## src/hdl/tx_fc_cfg_map.vh

```
// register map, field positions and reset values of the transmit flow control block
`ifndef TX_FC_CFG_MAP_VH
`define TX_FC_CFG_MAP_VH

// apb word indices; words 0..6 mirror vector bits 223:0, 32 bits per word
`define CFG_IDX_W         3
`define CFG_WORDS         7
`define STATUS_IDX        3'h7
`define STAGE_BITS        224

// writable bits of each vector word; all other bits read as zero
`define MASK_W0           32'hFFFF_4030
`define MASK_W1           32'hFFFF_FFFF
`define MASK_W2_PFC       32'hFF03_FFFF
`define MASK_W2_BASE      32'h0000_FFFF
`define MASK_PAIR         32'hFFFF_FFFF
`define MASK_NONE         32'h0000_0000

// vector field positions
`define B_JUMBO_EN        4
`define B_LEGACY_FC_EN    5
`define B_MAX_FRAME_EN    14
`define F_MAX_FRAME_LO    16
`define F_SRC_ADDR_LO     32
`define B_PFC_EN          80
`define B_AUTO_XON        81
`define F_PRIO_EN_LO      88
`define F_QUANTA_LO       96
`define F_PAIR_STRIDE     32
`define F_REFRESH_OFS     16
`define FIELD_W           16

// reset value of the staged vector: max frame size 1518, everything else off
`define STAGE_RESET       224'h05EE_0000

`define LEGAL_MAX_LEN     16'h05EE
`define NO_LIMIT16        16'hFFFF
`define ONE16             16'h0001
`define ZERO16            16'h0000

// status word bits
`define S_PFC_PEND        0
`define S_PAUSE_PEND      1
`define S_STAGE_PEND      2
`define S_ACTIVE_LO       8

`endif

```

## src/hdl/tx_flow_control_config_vector.v

```verilog
// transmit flow control configuration: apb staging, frame boundary apply, frame triggers
//
// Local design decisions: the register offsets and the APB slave port.
`timescale 1ns/100ps
`include "tx_fc_cfg_map.vh"

//
// Operation
// RL1 - refresh frame when quanta count hits threshold
// RL2 - enabled asserted priority sends its quanta field
// RL3 - per-priority enable gates each request input
// RL4 - auto resume sends zero quanta on release
// RL5 - global enable switches priority flow control
// RL6 - user avoids global plus legacy enable together
// RL7 - source address matched and sent in frames
// RL8 - address bit zero first, low byte first
// RL9 - max size limits length when enabled, not jumbo
// RL10 - user programs max frame size 1518 or more
// RL11 - refresh field sits above its quanta field
// RL12 - changes apply only between frames
// RL13 - bits 80 upward exist only with pfc build
// RL14 - legacy enable lets pause request send frame
// RL15 - oversize frames pass below programmed maximum
// RL16 - reserved vector bits are ignored
module tx_flow_control_config_vector #(
  parameter PFC_PRESENT = 1,
  parameter NUM_PRIO    = 8,
  parameter NUM_QUANTA  = 4
) (
  input  wire        pclk,
  input  wire        presetn,
  input  wire        psel,
  input  wire        penable,
  input  wire        pwrite,
  input  wire [11:0] paddr,
  input  wire [31:0] pwdata,
  output reg  [31:0] prdata,
  output reg         pready,
  output reg         pslverr,
  input  wire        tx_frame_busy,
  input  wire        quanta_tick,
  input  wire        priority_request_valid_0,
  input  wire        priority_request_valid_1,
  input  wire        priority_request_valid_2,
  input  wire        priority_request_valid_3,
  input  wire        priority_request_valid_4,
  input  wire        priority_request_valid_5,
  input  wire        priority_request_valid_6,
  input  wire        priority_request_valid_7,
  input  wire        pause_request,
  output reg         pfc_frame_req,
  input  wire        pfc_frame_ack,
  output reg  [7:0]  pfc_class_active,
  output reg  [15:0] pfc_quanta_0,
  output reg  [15:0] pfc_quanta_1,
  output reg  [15:0] pfc_quanta_2,
  output reg  [15:0] pfc_quanta_3,
  output reg         pause_frame_req,
  output reg         pause_is_xon,
  input  wire        pause_frame_ack,
  output reg  [47:0] pause_source_addr,
  input  wire [47:0] rx_dest_addr,
  input  wire        rx_dest_valid,
  output reg         rx_dest_match,
  output reg  [15:0] max_frame_limit,
  input  wire [15:0] tx_frame_len,
  input  wire        tx_len_valid,
  output reg         tx_len_ok
);

  // ----------------------------------------------------------------
  // apb staging registers
  // ----------------------------------------------------------------
  reg  [`STAGE_BITS-1:0] stage;
  reg  [`STAGE_BITS-1:0] live;
  reg                    stage_pend;
  wire [`CFG_IDX_W-1:0]  widx    = paddr[`CFG_IDX_W+1:2];
  wire                   mapped  = (paddr[11:`CFG_IDX_W+2] == 7'h00) && (paddr[1:0] == 2'b00);
  wire                   wr_hit  = psel && penable && pwrite && mapped && (widx != `STATUS_IDX);
  wire                   setup   = psel && !penable;

  // reserved bits and absent pfc words never store
  function [31:0] word_mask;
    input [`CFG_IDX_W-1:0] i;
    begin
      case (i)
        3'h0:    word_mask = `MASK_W0;
        3'h1:    word_mask = `MASK_W1;
        3'h2:    word_mask = (PFC_PRESENT != 0) ? `MASK_W2_PFC : `MASK_W2_BASE; // RL13
        3'h3,
        3'h4,
        3'h5,
        3'h6:    word_mask = (PFC_PRESENT != 0) ? `MASK_PAIR : `MASK_NONE; // RL13
        default: word_mask = `MASK_NONE;
      endcase
    end
  endfunction

  wire [31:0] stage_word = stage[widx*32 +: 32];
  wire [31:0] status_word;

  always @(posedge pclk or negedge presetn) begin
    if (!presetn) begin
      stage <= `STAGE_RESET;
    end else if (wr_hit) begin
      stage[widx*32 +: 32] <= pwdata & word_mask(widx); // RL16
    end
  end

  // read data is prepared in the setup cycle so pready can stay high
  always @(posedge pclk or negedge presetn) begin
    if (!presetn) begin
      prdata  <= 32'h0000_0000;
      pslverr <= 1'b0;
      pready  <= 1'b0;
    end else begin
      pready <= 1'b1;
      if (setup) begin
        pslverr <= !mapped;
        if (!mapped)
          prdata <= 32'h0000_0000;
        else if (widx == `STATUS_IDX)
          prdata <= status_word;
        else
          prdata <= stage_word & word_mask(widx); // RL16
      end
    end
  end

  // ----------------------------------------------------------------
  // frame boundary apply
  // ----------------------------------------------------------------
  // a write landing in the apply cycle keeps the pending flag set
  always @(posedge pclk or negedge presetn) begin
    if (!presetn) begin
      live       <= `STAGE_RESET;
      stage_pend <= 1'b0;
    end else begin
      if (!tx_frame_busy) begin
        live <= stage; // RL12
      end
      if (wr_hit)
        stage_pend <= 1'b1;
      else if (!tx_frame_busy)
        stage_pend <= 1'b0; // RL12
    end
  end

  wire       pfc_on   = (PFC_PRESENT != 0) && live[`B_PFC_EN]; // RL5 RL13
  wire       auto_xon = (PFC_PRESENT != 0) && live[`B_AUTO_XON]; // RL4
  wire [7:0] prio_en  = live[`F_PRIO_EN_LO +: 8];
  wire [7:0] req_in   = {priority_request_valid_7, priority_request_valid_6,
                         priority_request_valid_5, priority_request_valid_4,
                         priority_request_valid_3, priority_request_valid_2,
                         priority_request_valid_1, priority_request_valid_0};

  // ----------------------------------------------------------------
  // per-priority trigger engines
  // ----------------------------------------------------------------
  wire [NUM_PRIO-1:0] act = req_in & prio_en & {NUM_PRIO{pfc_on}}; // RL3 RL5
  reg  [NUM_PRIO-1:0] act_q;
  reg  [NUM_PRIO-1:0] long_q;
  wire [NUM_PRIO-1:0] trig;
  wire [16*NUM_QUANTA-1:0] quanta_sel;

  genvar g;
  generate
    for (g = 0; g < NUM_PRIO; g = g + 1) begin : prio
      wire rise = act[g] && !act_q[g];
      wire fall = !act[g] && act_q[g] && long_q[g] && auto_xon; // RL4
      wire hit;
      always @(posedge pclk or negedge presetn) begin
        if (!presetn) begin
          act_q[g]  <= 1'b0;
          long_q[g] <= 1'b0;
        end else begin
          act_q[g]  <= act[g];
          long_q[g] <= act[g] && act_q[g];
        end
      end
      if (g < NUM_QUANTA) begin : cnt
        localparam QLO = `F_QUANTA_LO + g*`F_PAIR_STRIDE;
        wire [15:0] qval    = live[QLO +: `FIELD_W]; // RL11
        wire [15:0] refresh = live[QLO+`F_REFRESH_OFS +: `FIELD_W]; // RL11
        reg  [15:0] qcount;
        assign hit = act[g] && act_q[g] && (qcount == refresh); // RL1
        always @(posedge pclk or negedge presetn) begin
          if (!presetn)
            qcount <= `ZERO16;
          else if (!act[g] || rise || hit)
            qcount <= `ZERO16;
          else if (quanta_tick)
            qcount <= qcount + `ONE16; // RL1
        end
        assign quanta_sel[16*g +: 16] = act[g] ? qval : `ZERO16; // RL2 RL4
      end else begin : nocnt
        assign hit = 1'b0;
      end
      assign trig[g] = rise || fall || hit;
    end
  endgenerate

  // ----------------------------------------------------------------
  // frame requests towards the transmitter
  // ----------------------------------------------------------------
  // a new trigger in the ack cycle wins, so no event is lost
  always @(posedge pclk or negedge presetn) begin
    if (!presetn) begin
      pfc_frame_req    <= 1'b0;
      pfc_class_active <= 8'h00;
      pfc_quanta_0     <= `ZERO16;
      pfc_quanta_1     <= `ZERO16;
      pfc_quanta_2     <= `ZERO16;
      pfc_quanta_3     <= `ZERO16;
    end else begin
      if (|trig) begin
        pfc_frame_req    <= 1'b1; // RL1 RL4
        pfc_class_active <= act | (act_q & ~act); // RL3
        pfc_quanta_0     <= quanta_sel[15:0]; // RL2
        pfc_quanta_1     <= quanta_sel[31:16];
        pfc_quanta_2     <= quanta_sel[47:32];
        pfc_quanta_3     <= quanta_sel[63:48];
      end else if (pfc_frame_ack) begin
        pfc_frame_req <= 1'b0;
      end
    end
  end

  // legacy pause path; no automatic refresh since its refresh field is not held here
  wire lact = live[`B_LEGACY_FC_EN] && pause_request; // RL14
  reg  lact_q;
  reg  llong_q;
  wire lrise = lact && !lact_q;
  wire lfall = !lact && lact_q && llong_q && auto_xon; // RL4

  always @(posedge pclk or negedge presetn) begin
    if (!presetn) begin
      lact_q          <= 1'b0;
      llong_q         <= 1'b0;
      pause_frame_req <= 1'b0;
      pause_is_xon    <= 1'b0;
    end else begin
      lact_q  <= lact;
      llong_q <= lact && lact_q;
      if (lrise || lfall) begin
        pause_frame_req <= 1'b1; // RL14
        pause_is_xon    <= lfall; // RL4
      end else if (pause_frame_ack) begin
        pause_frame_req <= 1'b0;
      end
    end
  end

  // ----------------------------------------------------------------
  // address and frame length
  // ----------------------------------------------------------------
  wire [47:0] src_addr = live[`F_SRC_ADDR_LO +: 48];
  wire [15:0] max_size = live[`F_MAX_FRAME_LO +: `FIELD_W];
  wire        jumbo    = live[`B_JUMBO_EN];
  wire        max_en   = live[`B_MAX_FRAME_EN];

  always @(posedge pclk or negedge presetn) begin
    if (!presetn) begin
      pause_source_addr <= 48'h0000_0000_0000;
      rx_dest_match     <= 1'b0;
      max_frame_limit   <= `LEGAL_MAX_LEN;
      tx_len_ok         <= 1'b0;
    end else begin
      // bit 0 is the group bit, bits 7:0 leave first on the line
      pause_source_addr <= src_addr; // RL7 RL8
      rx_dest_match     <= rx_dest_valid && (rx_dest_addr == src_addr); // RL7
      // jumbo lifts any limit, so the reported limit always agrees with tx_len_ok
      max_frame_limit   <= jumbo ? `NO_LIMIT16 : (max_en ? max_size : `LEGAL_MAX_LEN); // RL9
      if (tx_len_valid) begin
        if (jumbo)
          tx_len_ok <= 1'b1;
        else if (max_en)
          tx_len_ok <= (tx_frame_len <= max_size); // RL9 RL15
        else
          tx_len_ok <= (tx_frame_len <= `LEGAL_MAX_LEN);
      end
    end
  end

  assign status_word = {16'h0000, act_q, 5'h00, stage_pend, pause_frame_req, pfc_frame_req};

endmodule // tx_flow_control_config_vector

```

## config.mk

```make
export PLATFORM = sky130hd
export DESIGN_NAME = tx_flow_control_config_vector
export DESIGN_NICKNAME = d
export VERILOG_FILES = /design/src/hdl/tx_flow_control_config_vector.v
export VERILOG_INCLUDE_DIRS = /design/src /design/src/hdl
export SDC_FILE = /design/constraint.sdc
export NUM_CORES = 1
export LEC_CHECK = 0
export BUFFER_PORTS_ARGS = -buffer_cell sky130_fd_sc_hd__buf_2
export CORE_ASPECT_RATIO = 1.1
export CORE_MARGIN = 2
export CORE_UTILIZATION = 45
export DETAILED_ROUTE_END_ITERATION = 10
export HOLD_SLACK_MARGIN = 0.06
export PLACE_DENSITY_LB_ADDON = 0.25
export SLEW_MARGIN = 30
export SYNTH_ARGS = -nofsm -noshare
export SYNTH_HDL_FRONTEND = slang
export SYNTH_SLANG_ARGS = --single-unit
```

## constraint.sdc

```tcl
create_clock -name pclk -period 2.8 [get_ports pclk]
set_clock_uncertainty 0.05 [all_clocks]
set_input_delay 0.56 -clock pclk [delete_from_list [all_inputs] [get_ports pclk]]
set_output_delay 0.56 -clock pclk [all_outputs]
set_load 0.02 [all_outputs]
```

==> reports/metrics.cfg <==
[setup_path]
slowest_stage = nor4_1
crit_buf_inv = 1
cpPeakStageDelay_ps = 650
end_kind = flop
critPathTopFamily = simple AND/OR/NAND/NOR gates
crit_required_ps = 3230
worstSetupPathType = flop to flop
r2r_setup_slack_ps = 290
cp_max_fo = 81
start_kind = flop
path_cells = xor2_1 > nor4_1 > nand2_1 > o22ai_1 > nor4b_4 > buf_12 > nand2_1 > o21ai_0
cp_common_cell = nand2_1
arrival_ps = 2940

[pwr]
leakagePower_uw = 0.0172
power.density_nw_per_um2 = 598
power_uw = 20700
irDropWorstVdd_v = 0.000397

[timing]
slew-limit-headroom_pct = 44.8
worst_slew_pin_slew_ps = 819
holdWs_ps = 127
rsz0062_at_grt = false
finalHoldViolCount = 0
setup_slack_ps = 291
period_needed_ps = 2510
fin_crit_sh_pct = 89.6
max_freq_mhz = 398
tns_ps = 0
setup_viol = 0
slew_violations = 0

[placed_design]
place_congestion = 0.965
dp_hpwl_mm = 64.8
pre_cts_slack_ps = 51.1
io_buffers = 302

[clock_tree]
cts_tree = yes
cts_resized = 0
htree_num_levels = 3
clock_path_buffers = 3
cts_inserted_buffers = 71
path_clk_slew_ps = 60
clock_latency_ps = 620
numClockSinks = 687
clock-root-buffer = clkbuf_16

[layout]
syn2layout_area_growth_pct = 18.5
nFillCells = 5476
drive_gt1_share_pct = 25.7
multi_input_area_um2 = 11300
fin_util_pct = 54.1
seq_area_um2 = 17200
nNetsFinal = 3113

[floorplan]
die-width_um = 247
initial_core_util_pct = 45.7
ios = 303
die_h_um = 271
core_um2 = 64000
design.die.area_um2 = 67000
rows = 97

[synthesis]
ys_seq_area_share_pct = 59.0
synthCells = 2654
synth_edf_count = 0
async_flop_share_pct = 100
ys_ff_latch = 687
yosysMostFrequentCell = dfrtp_1
yosys_warnings = 0
ys.flop_type = dfrtp_1
syn_avg_cell_area_um2 = 11.0
syn_nets = 2806
syn_area_um2 = 29200
synth_area_leader_cell = dfrtp_1
yosysTopAreaCellShare_pct = 56.8
synth_area_leaders = dfrtp_1 57%, mux2_2 8.3%, nand2_1 7.9%
ys_top_cells_by_count = 663 x dfrtp_1, 612 x nand2_1, 315 x o21ai_0
synth_cell_types = 54

[drt]
wirelength_mm = 86.8
vias = 21300
wire_per_inst_um = 22.5
first_pass_iters = 6
drc_errors = 0
viasPerCell = 5.51
antenna_left = 0
drtIter0Drc = 1580

[grt]
gr-total-overflow = 0
grt_antenna_before_repair = 4
grt.total_usage_pct = 26.2
grt_pass1_wl_mm = 132
grt_pass1_vias = 21700
grt_max_degree = 82

[worst_hold_path]
min_path_type = input port to flop

[run_status]
outcome = complete, no violations

[run]
drv_cap = 0

[timing repair]
item	4_1_cts	5_1_grt
hold buffers	1	0
hold endpoints to repair	48	0
buffers inserted	0	0
[path summary, 6_finish.rpt]
kind                       cells past startpoint                     to                   from
min in group asynchronous                      2        pfc_quanta_1[3]                presetn
hold reg to reg                                0  pause_source_addr[39]               live[71]
setup reg to reg                               8        pfc_quanta_2[2]  prio[0].cnt.qcount[3]
max in group asynchronous                      3               live[24]                presetn
hold / removal                                 2          pfc_frame_req          pfc_frame_ack
setup / recovery                               8        pfc_quanta_2[2]  prio[0].cnt.qcount[3]
[kinds of logic after synthesis]
kind of cell	after synthesis	share of synthesized area, %
multiplexers	279	11.9
buffers and inverters	189	2.49
other	1	0.0128
flip-flops	687	59.0
AO/OA/AOI/OAI	438	8.35
AND/OR/NAND/NOR	875	12.5
XOR/XNOR	161	4.83
adder cells (fa/ha/maj)	24	1.03
[report_power, final]
part	switching (uW)	internal [uW]	total (uW)
combinational	632	293	926
sequential	3.54	9930	9940
clock	3930	5900	9820
total	4560	16100	20700
[area by class of cell]
type | instances | area share [%]
Sequential cell | 687 | 49.7
Multi-Input combinational cell | 1778 | 32.6
Timing Repair Buffer | 384 | 7.14
Clock buffer | 110 | 6.38
Tap cell | 841 | 3.04
Clock inverter | 18 | 0.679
Inverter | 39 | 0.423
Antenna cell | 4 | 0.0289
[placed cells by master (no fill, tap or decap), types with 3 or more instances in the layout]
cell type | Yosys | final
xor2_1 | 134 | 134
inv_1 | 39 | 39
and3_1 | 21 | 21
or3_1 | 5 | 5
clkbuf_8 | 0 | 19
dfrtp_1 | 663 | 663
nand4_1 | 32 | 32
a21oi_1 | 32 | 32
clkinv_2 | 0 | 9
bufinv_16 | 0 | 5
nor4_1 | 28 | 28
o21a_1 | 4 | 4
xnor2_1 | 27 | 27
nor2b_1 | 4 | 4
buf_4 | 3 | 55
buf_2 | 6 | 300
mux2i_1 | 31 | 31
and4_1 | 3 | 3
nor2_1 | 116 | 115
a21o_1 | 14 | 14
nor3_1 | 7 | 6
diode_2 | 0 | 4
mux4_2 | 32 | 32
a32oi_1 | 3 | 3
clkbuf_1 | 134 | 16
a22o_1 | 19 | 19
o21ai_0 | 315 | 315
dfstp_2 | 24 | 24
ha_1 | 24 | 24
and2_1 | 10 | 10
nand2_1 | 612 | 611
nand3_1 | 28 | 27
clkbuf_16 | 0 | 76
a221o_1 | 11 | 11
buf_12 | 0 | 26
o21ai_1 | 17 | 17
a22oi_1 | 8 | 8
mux2_2 | 216 | 216
[per-layer routing]
layer / share of wire [%] / track usage (%)
met3: 5.7 / 3.72
met2: 49 / 43.9
met5: 0.028 / 0
met1: 40 / 33.5
met4: 5.3 / 12.5
[sequential cells by signal, summed over array words and instances, names as in the netlist, 8 cells and up]
signal,cells
pfc_quanta_1,16
max_frame_limit,16
prdata,32
pfc_quanta_2,16
pause_source_addr,48
prio.cnt.qcount,64
stage,224
long_q,8
pfc_class_active,8
act_q,8
pfc_quanta_0,16
live,205
pfc_quanta_3,16
[worst register-to-register path, delay by kind of cell (launching register included)]
family	cells	cell delay, ps
AND/OR/NAND/NOR	4	1050
AO/OA/AOI/OAI	2	440
buffers and inverters	1	220
flip-flops	1	430
XOR/XNOR	1	190
[stage by stage]
stage                     area (um^2)  cells
after floorplan                 29200   2654
after global placement          32200   3728
after detailed placement        32200   3728
after CTS                       34600   3857
after global routing            34600   3859
final                           34600   3861
(Power assumes the default switching activity.)
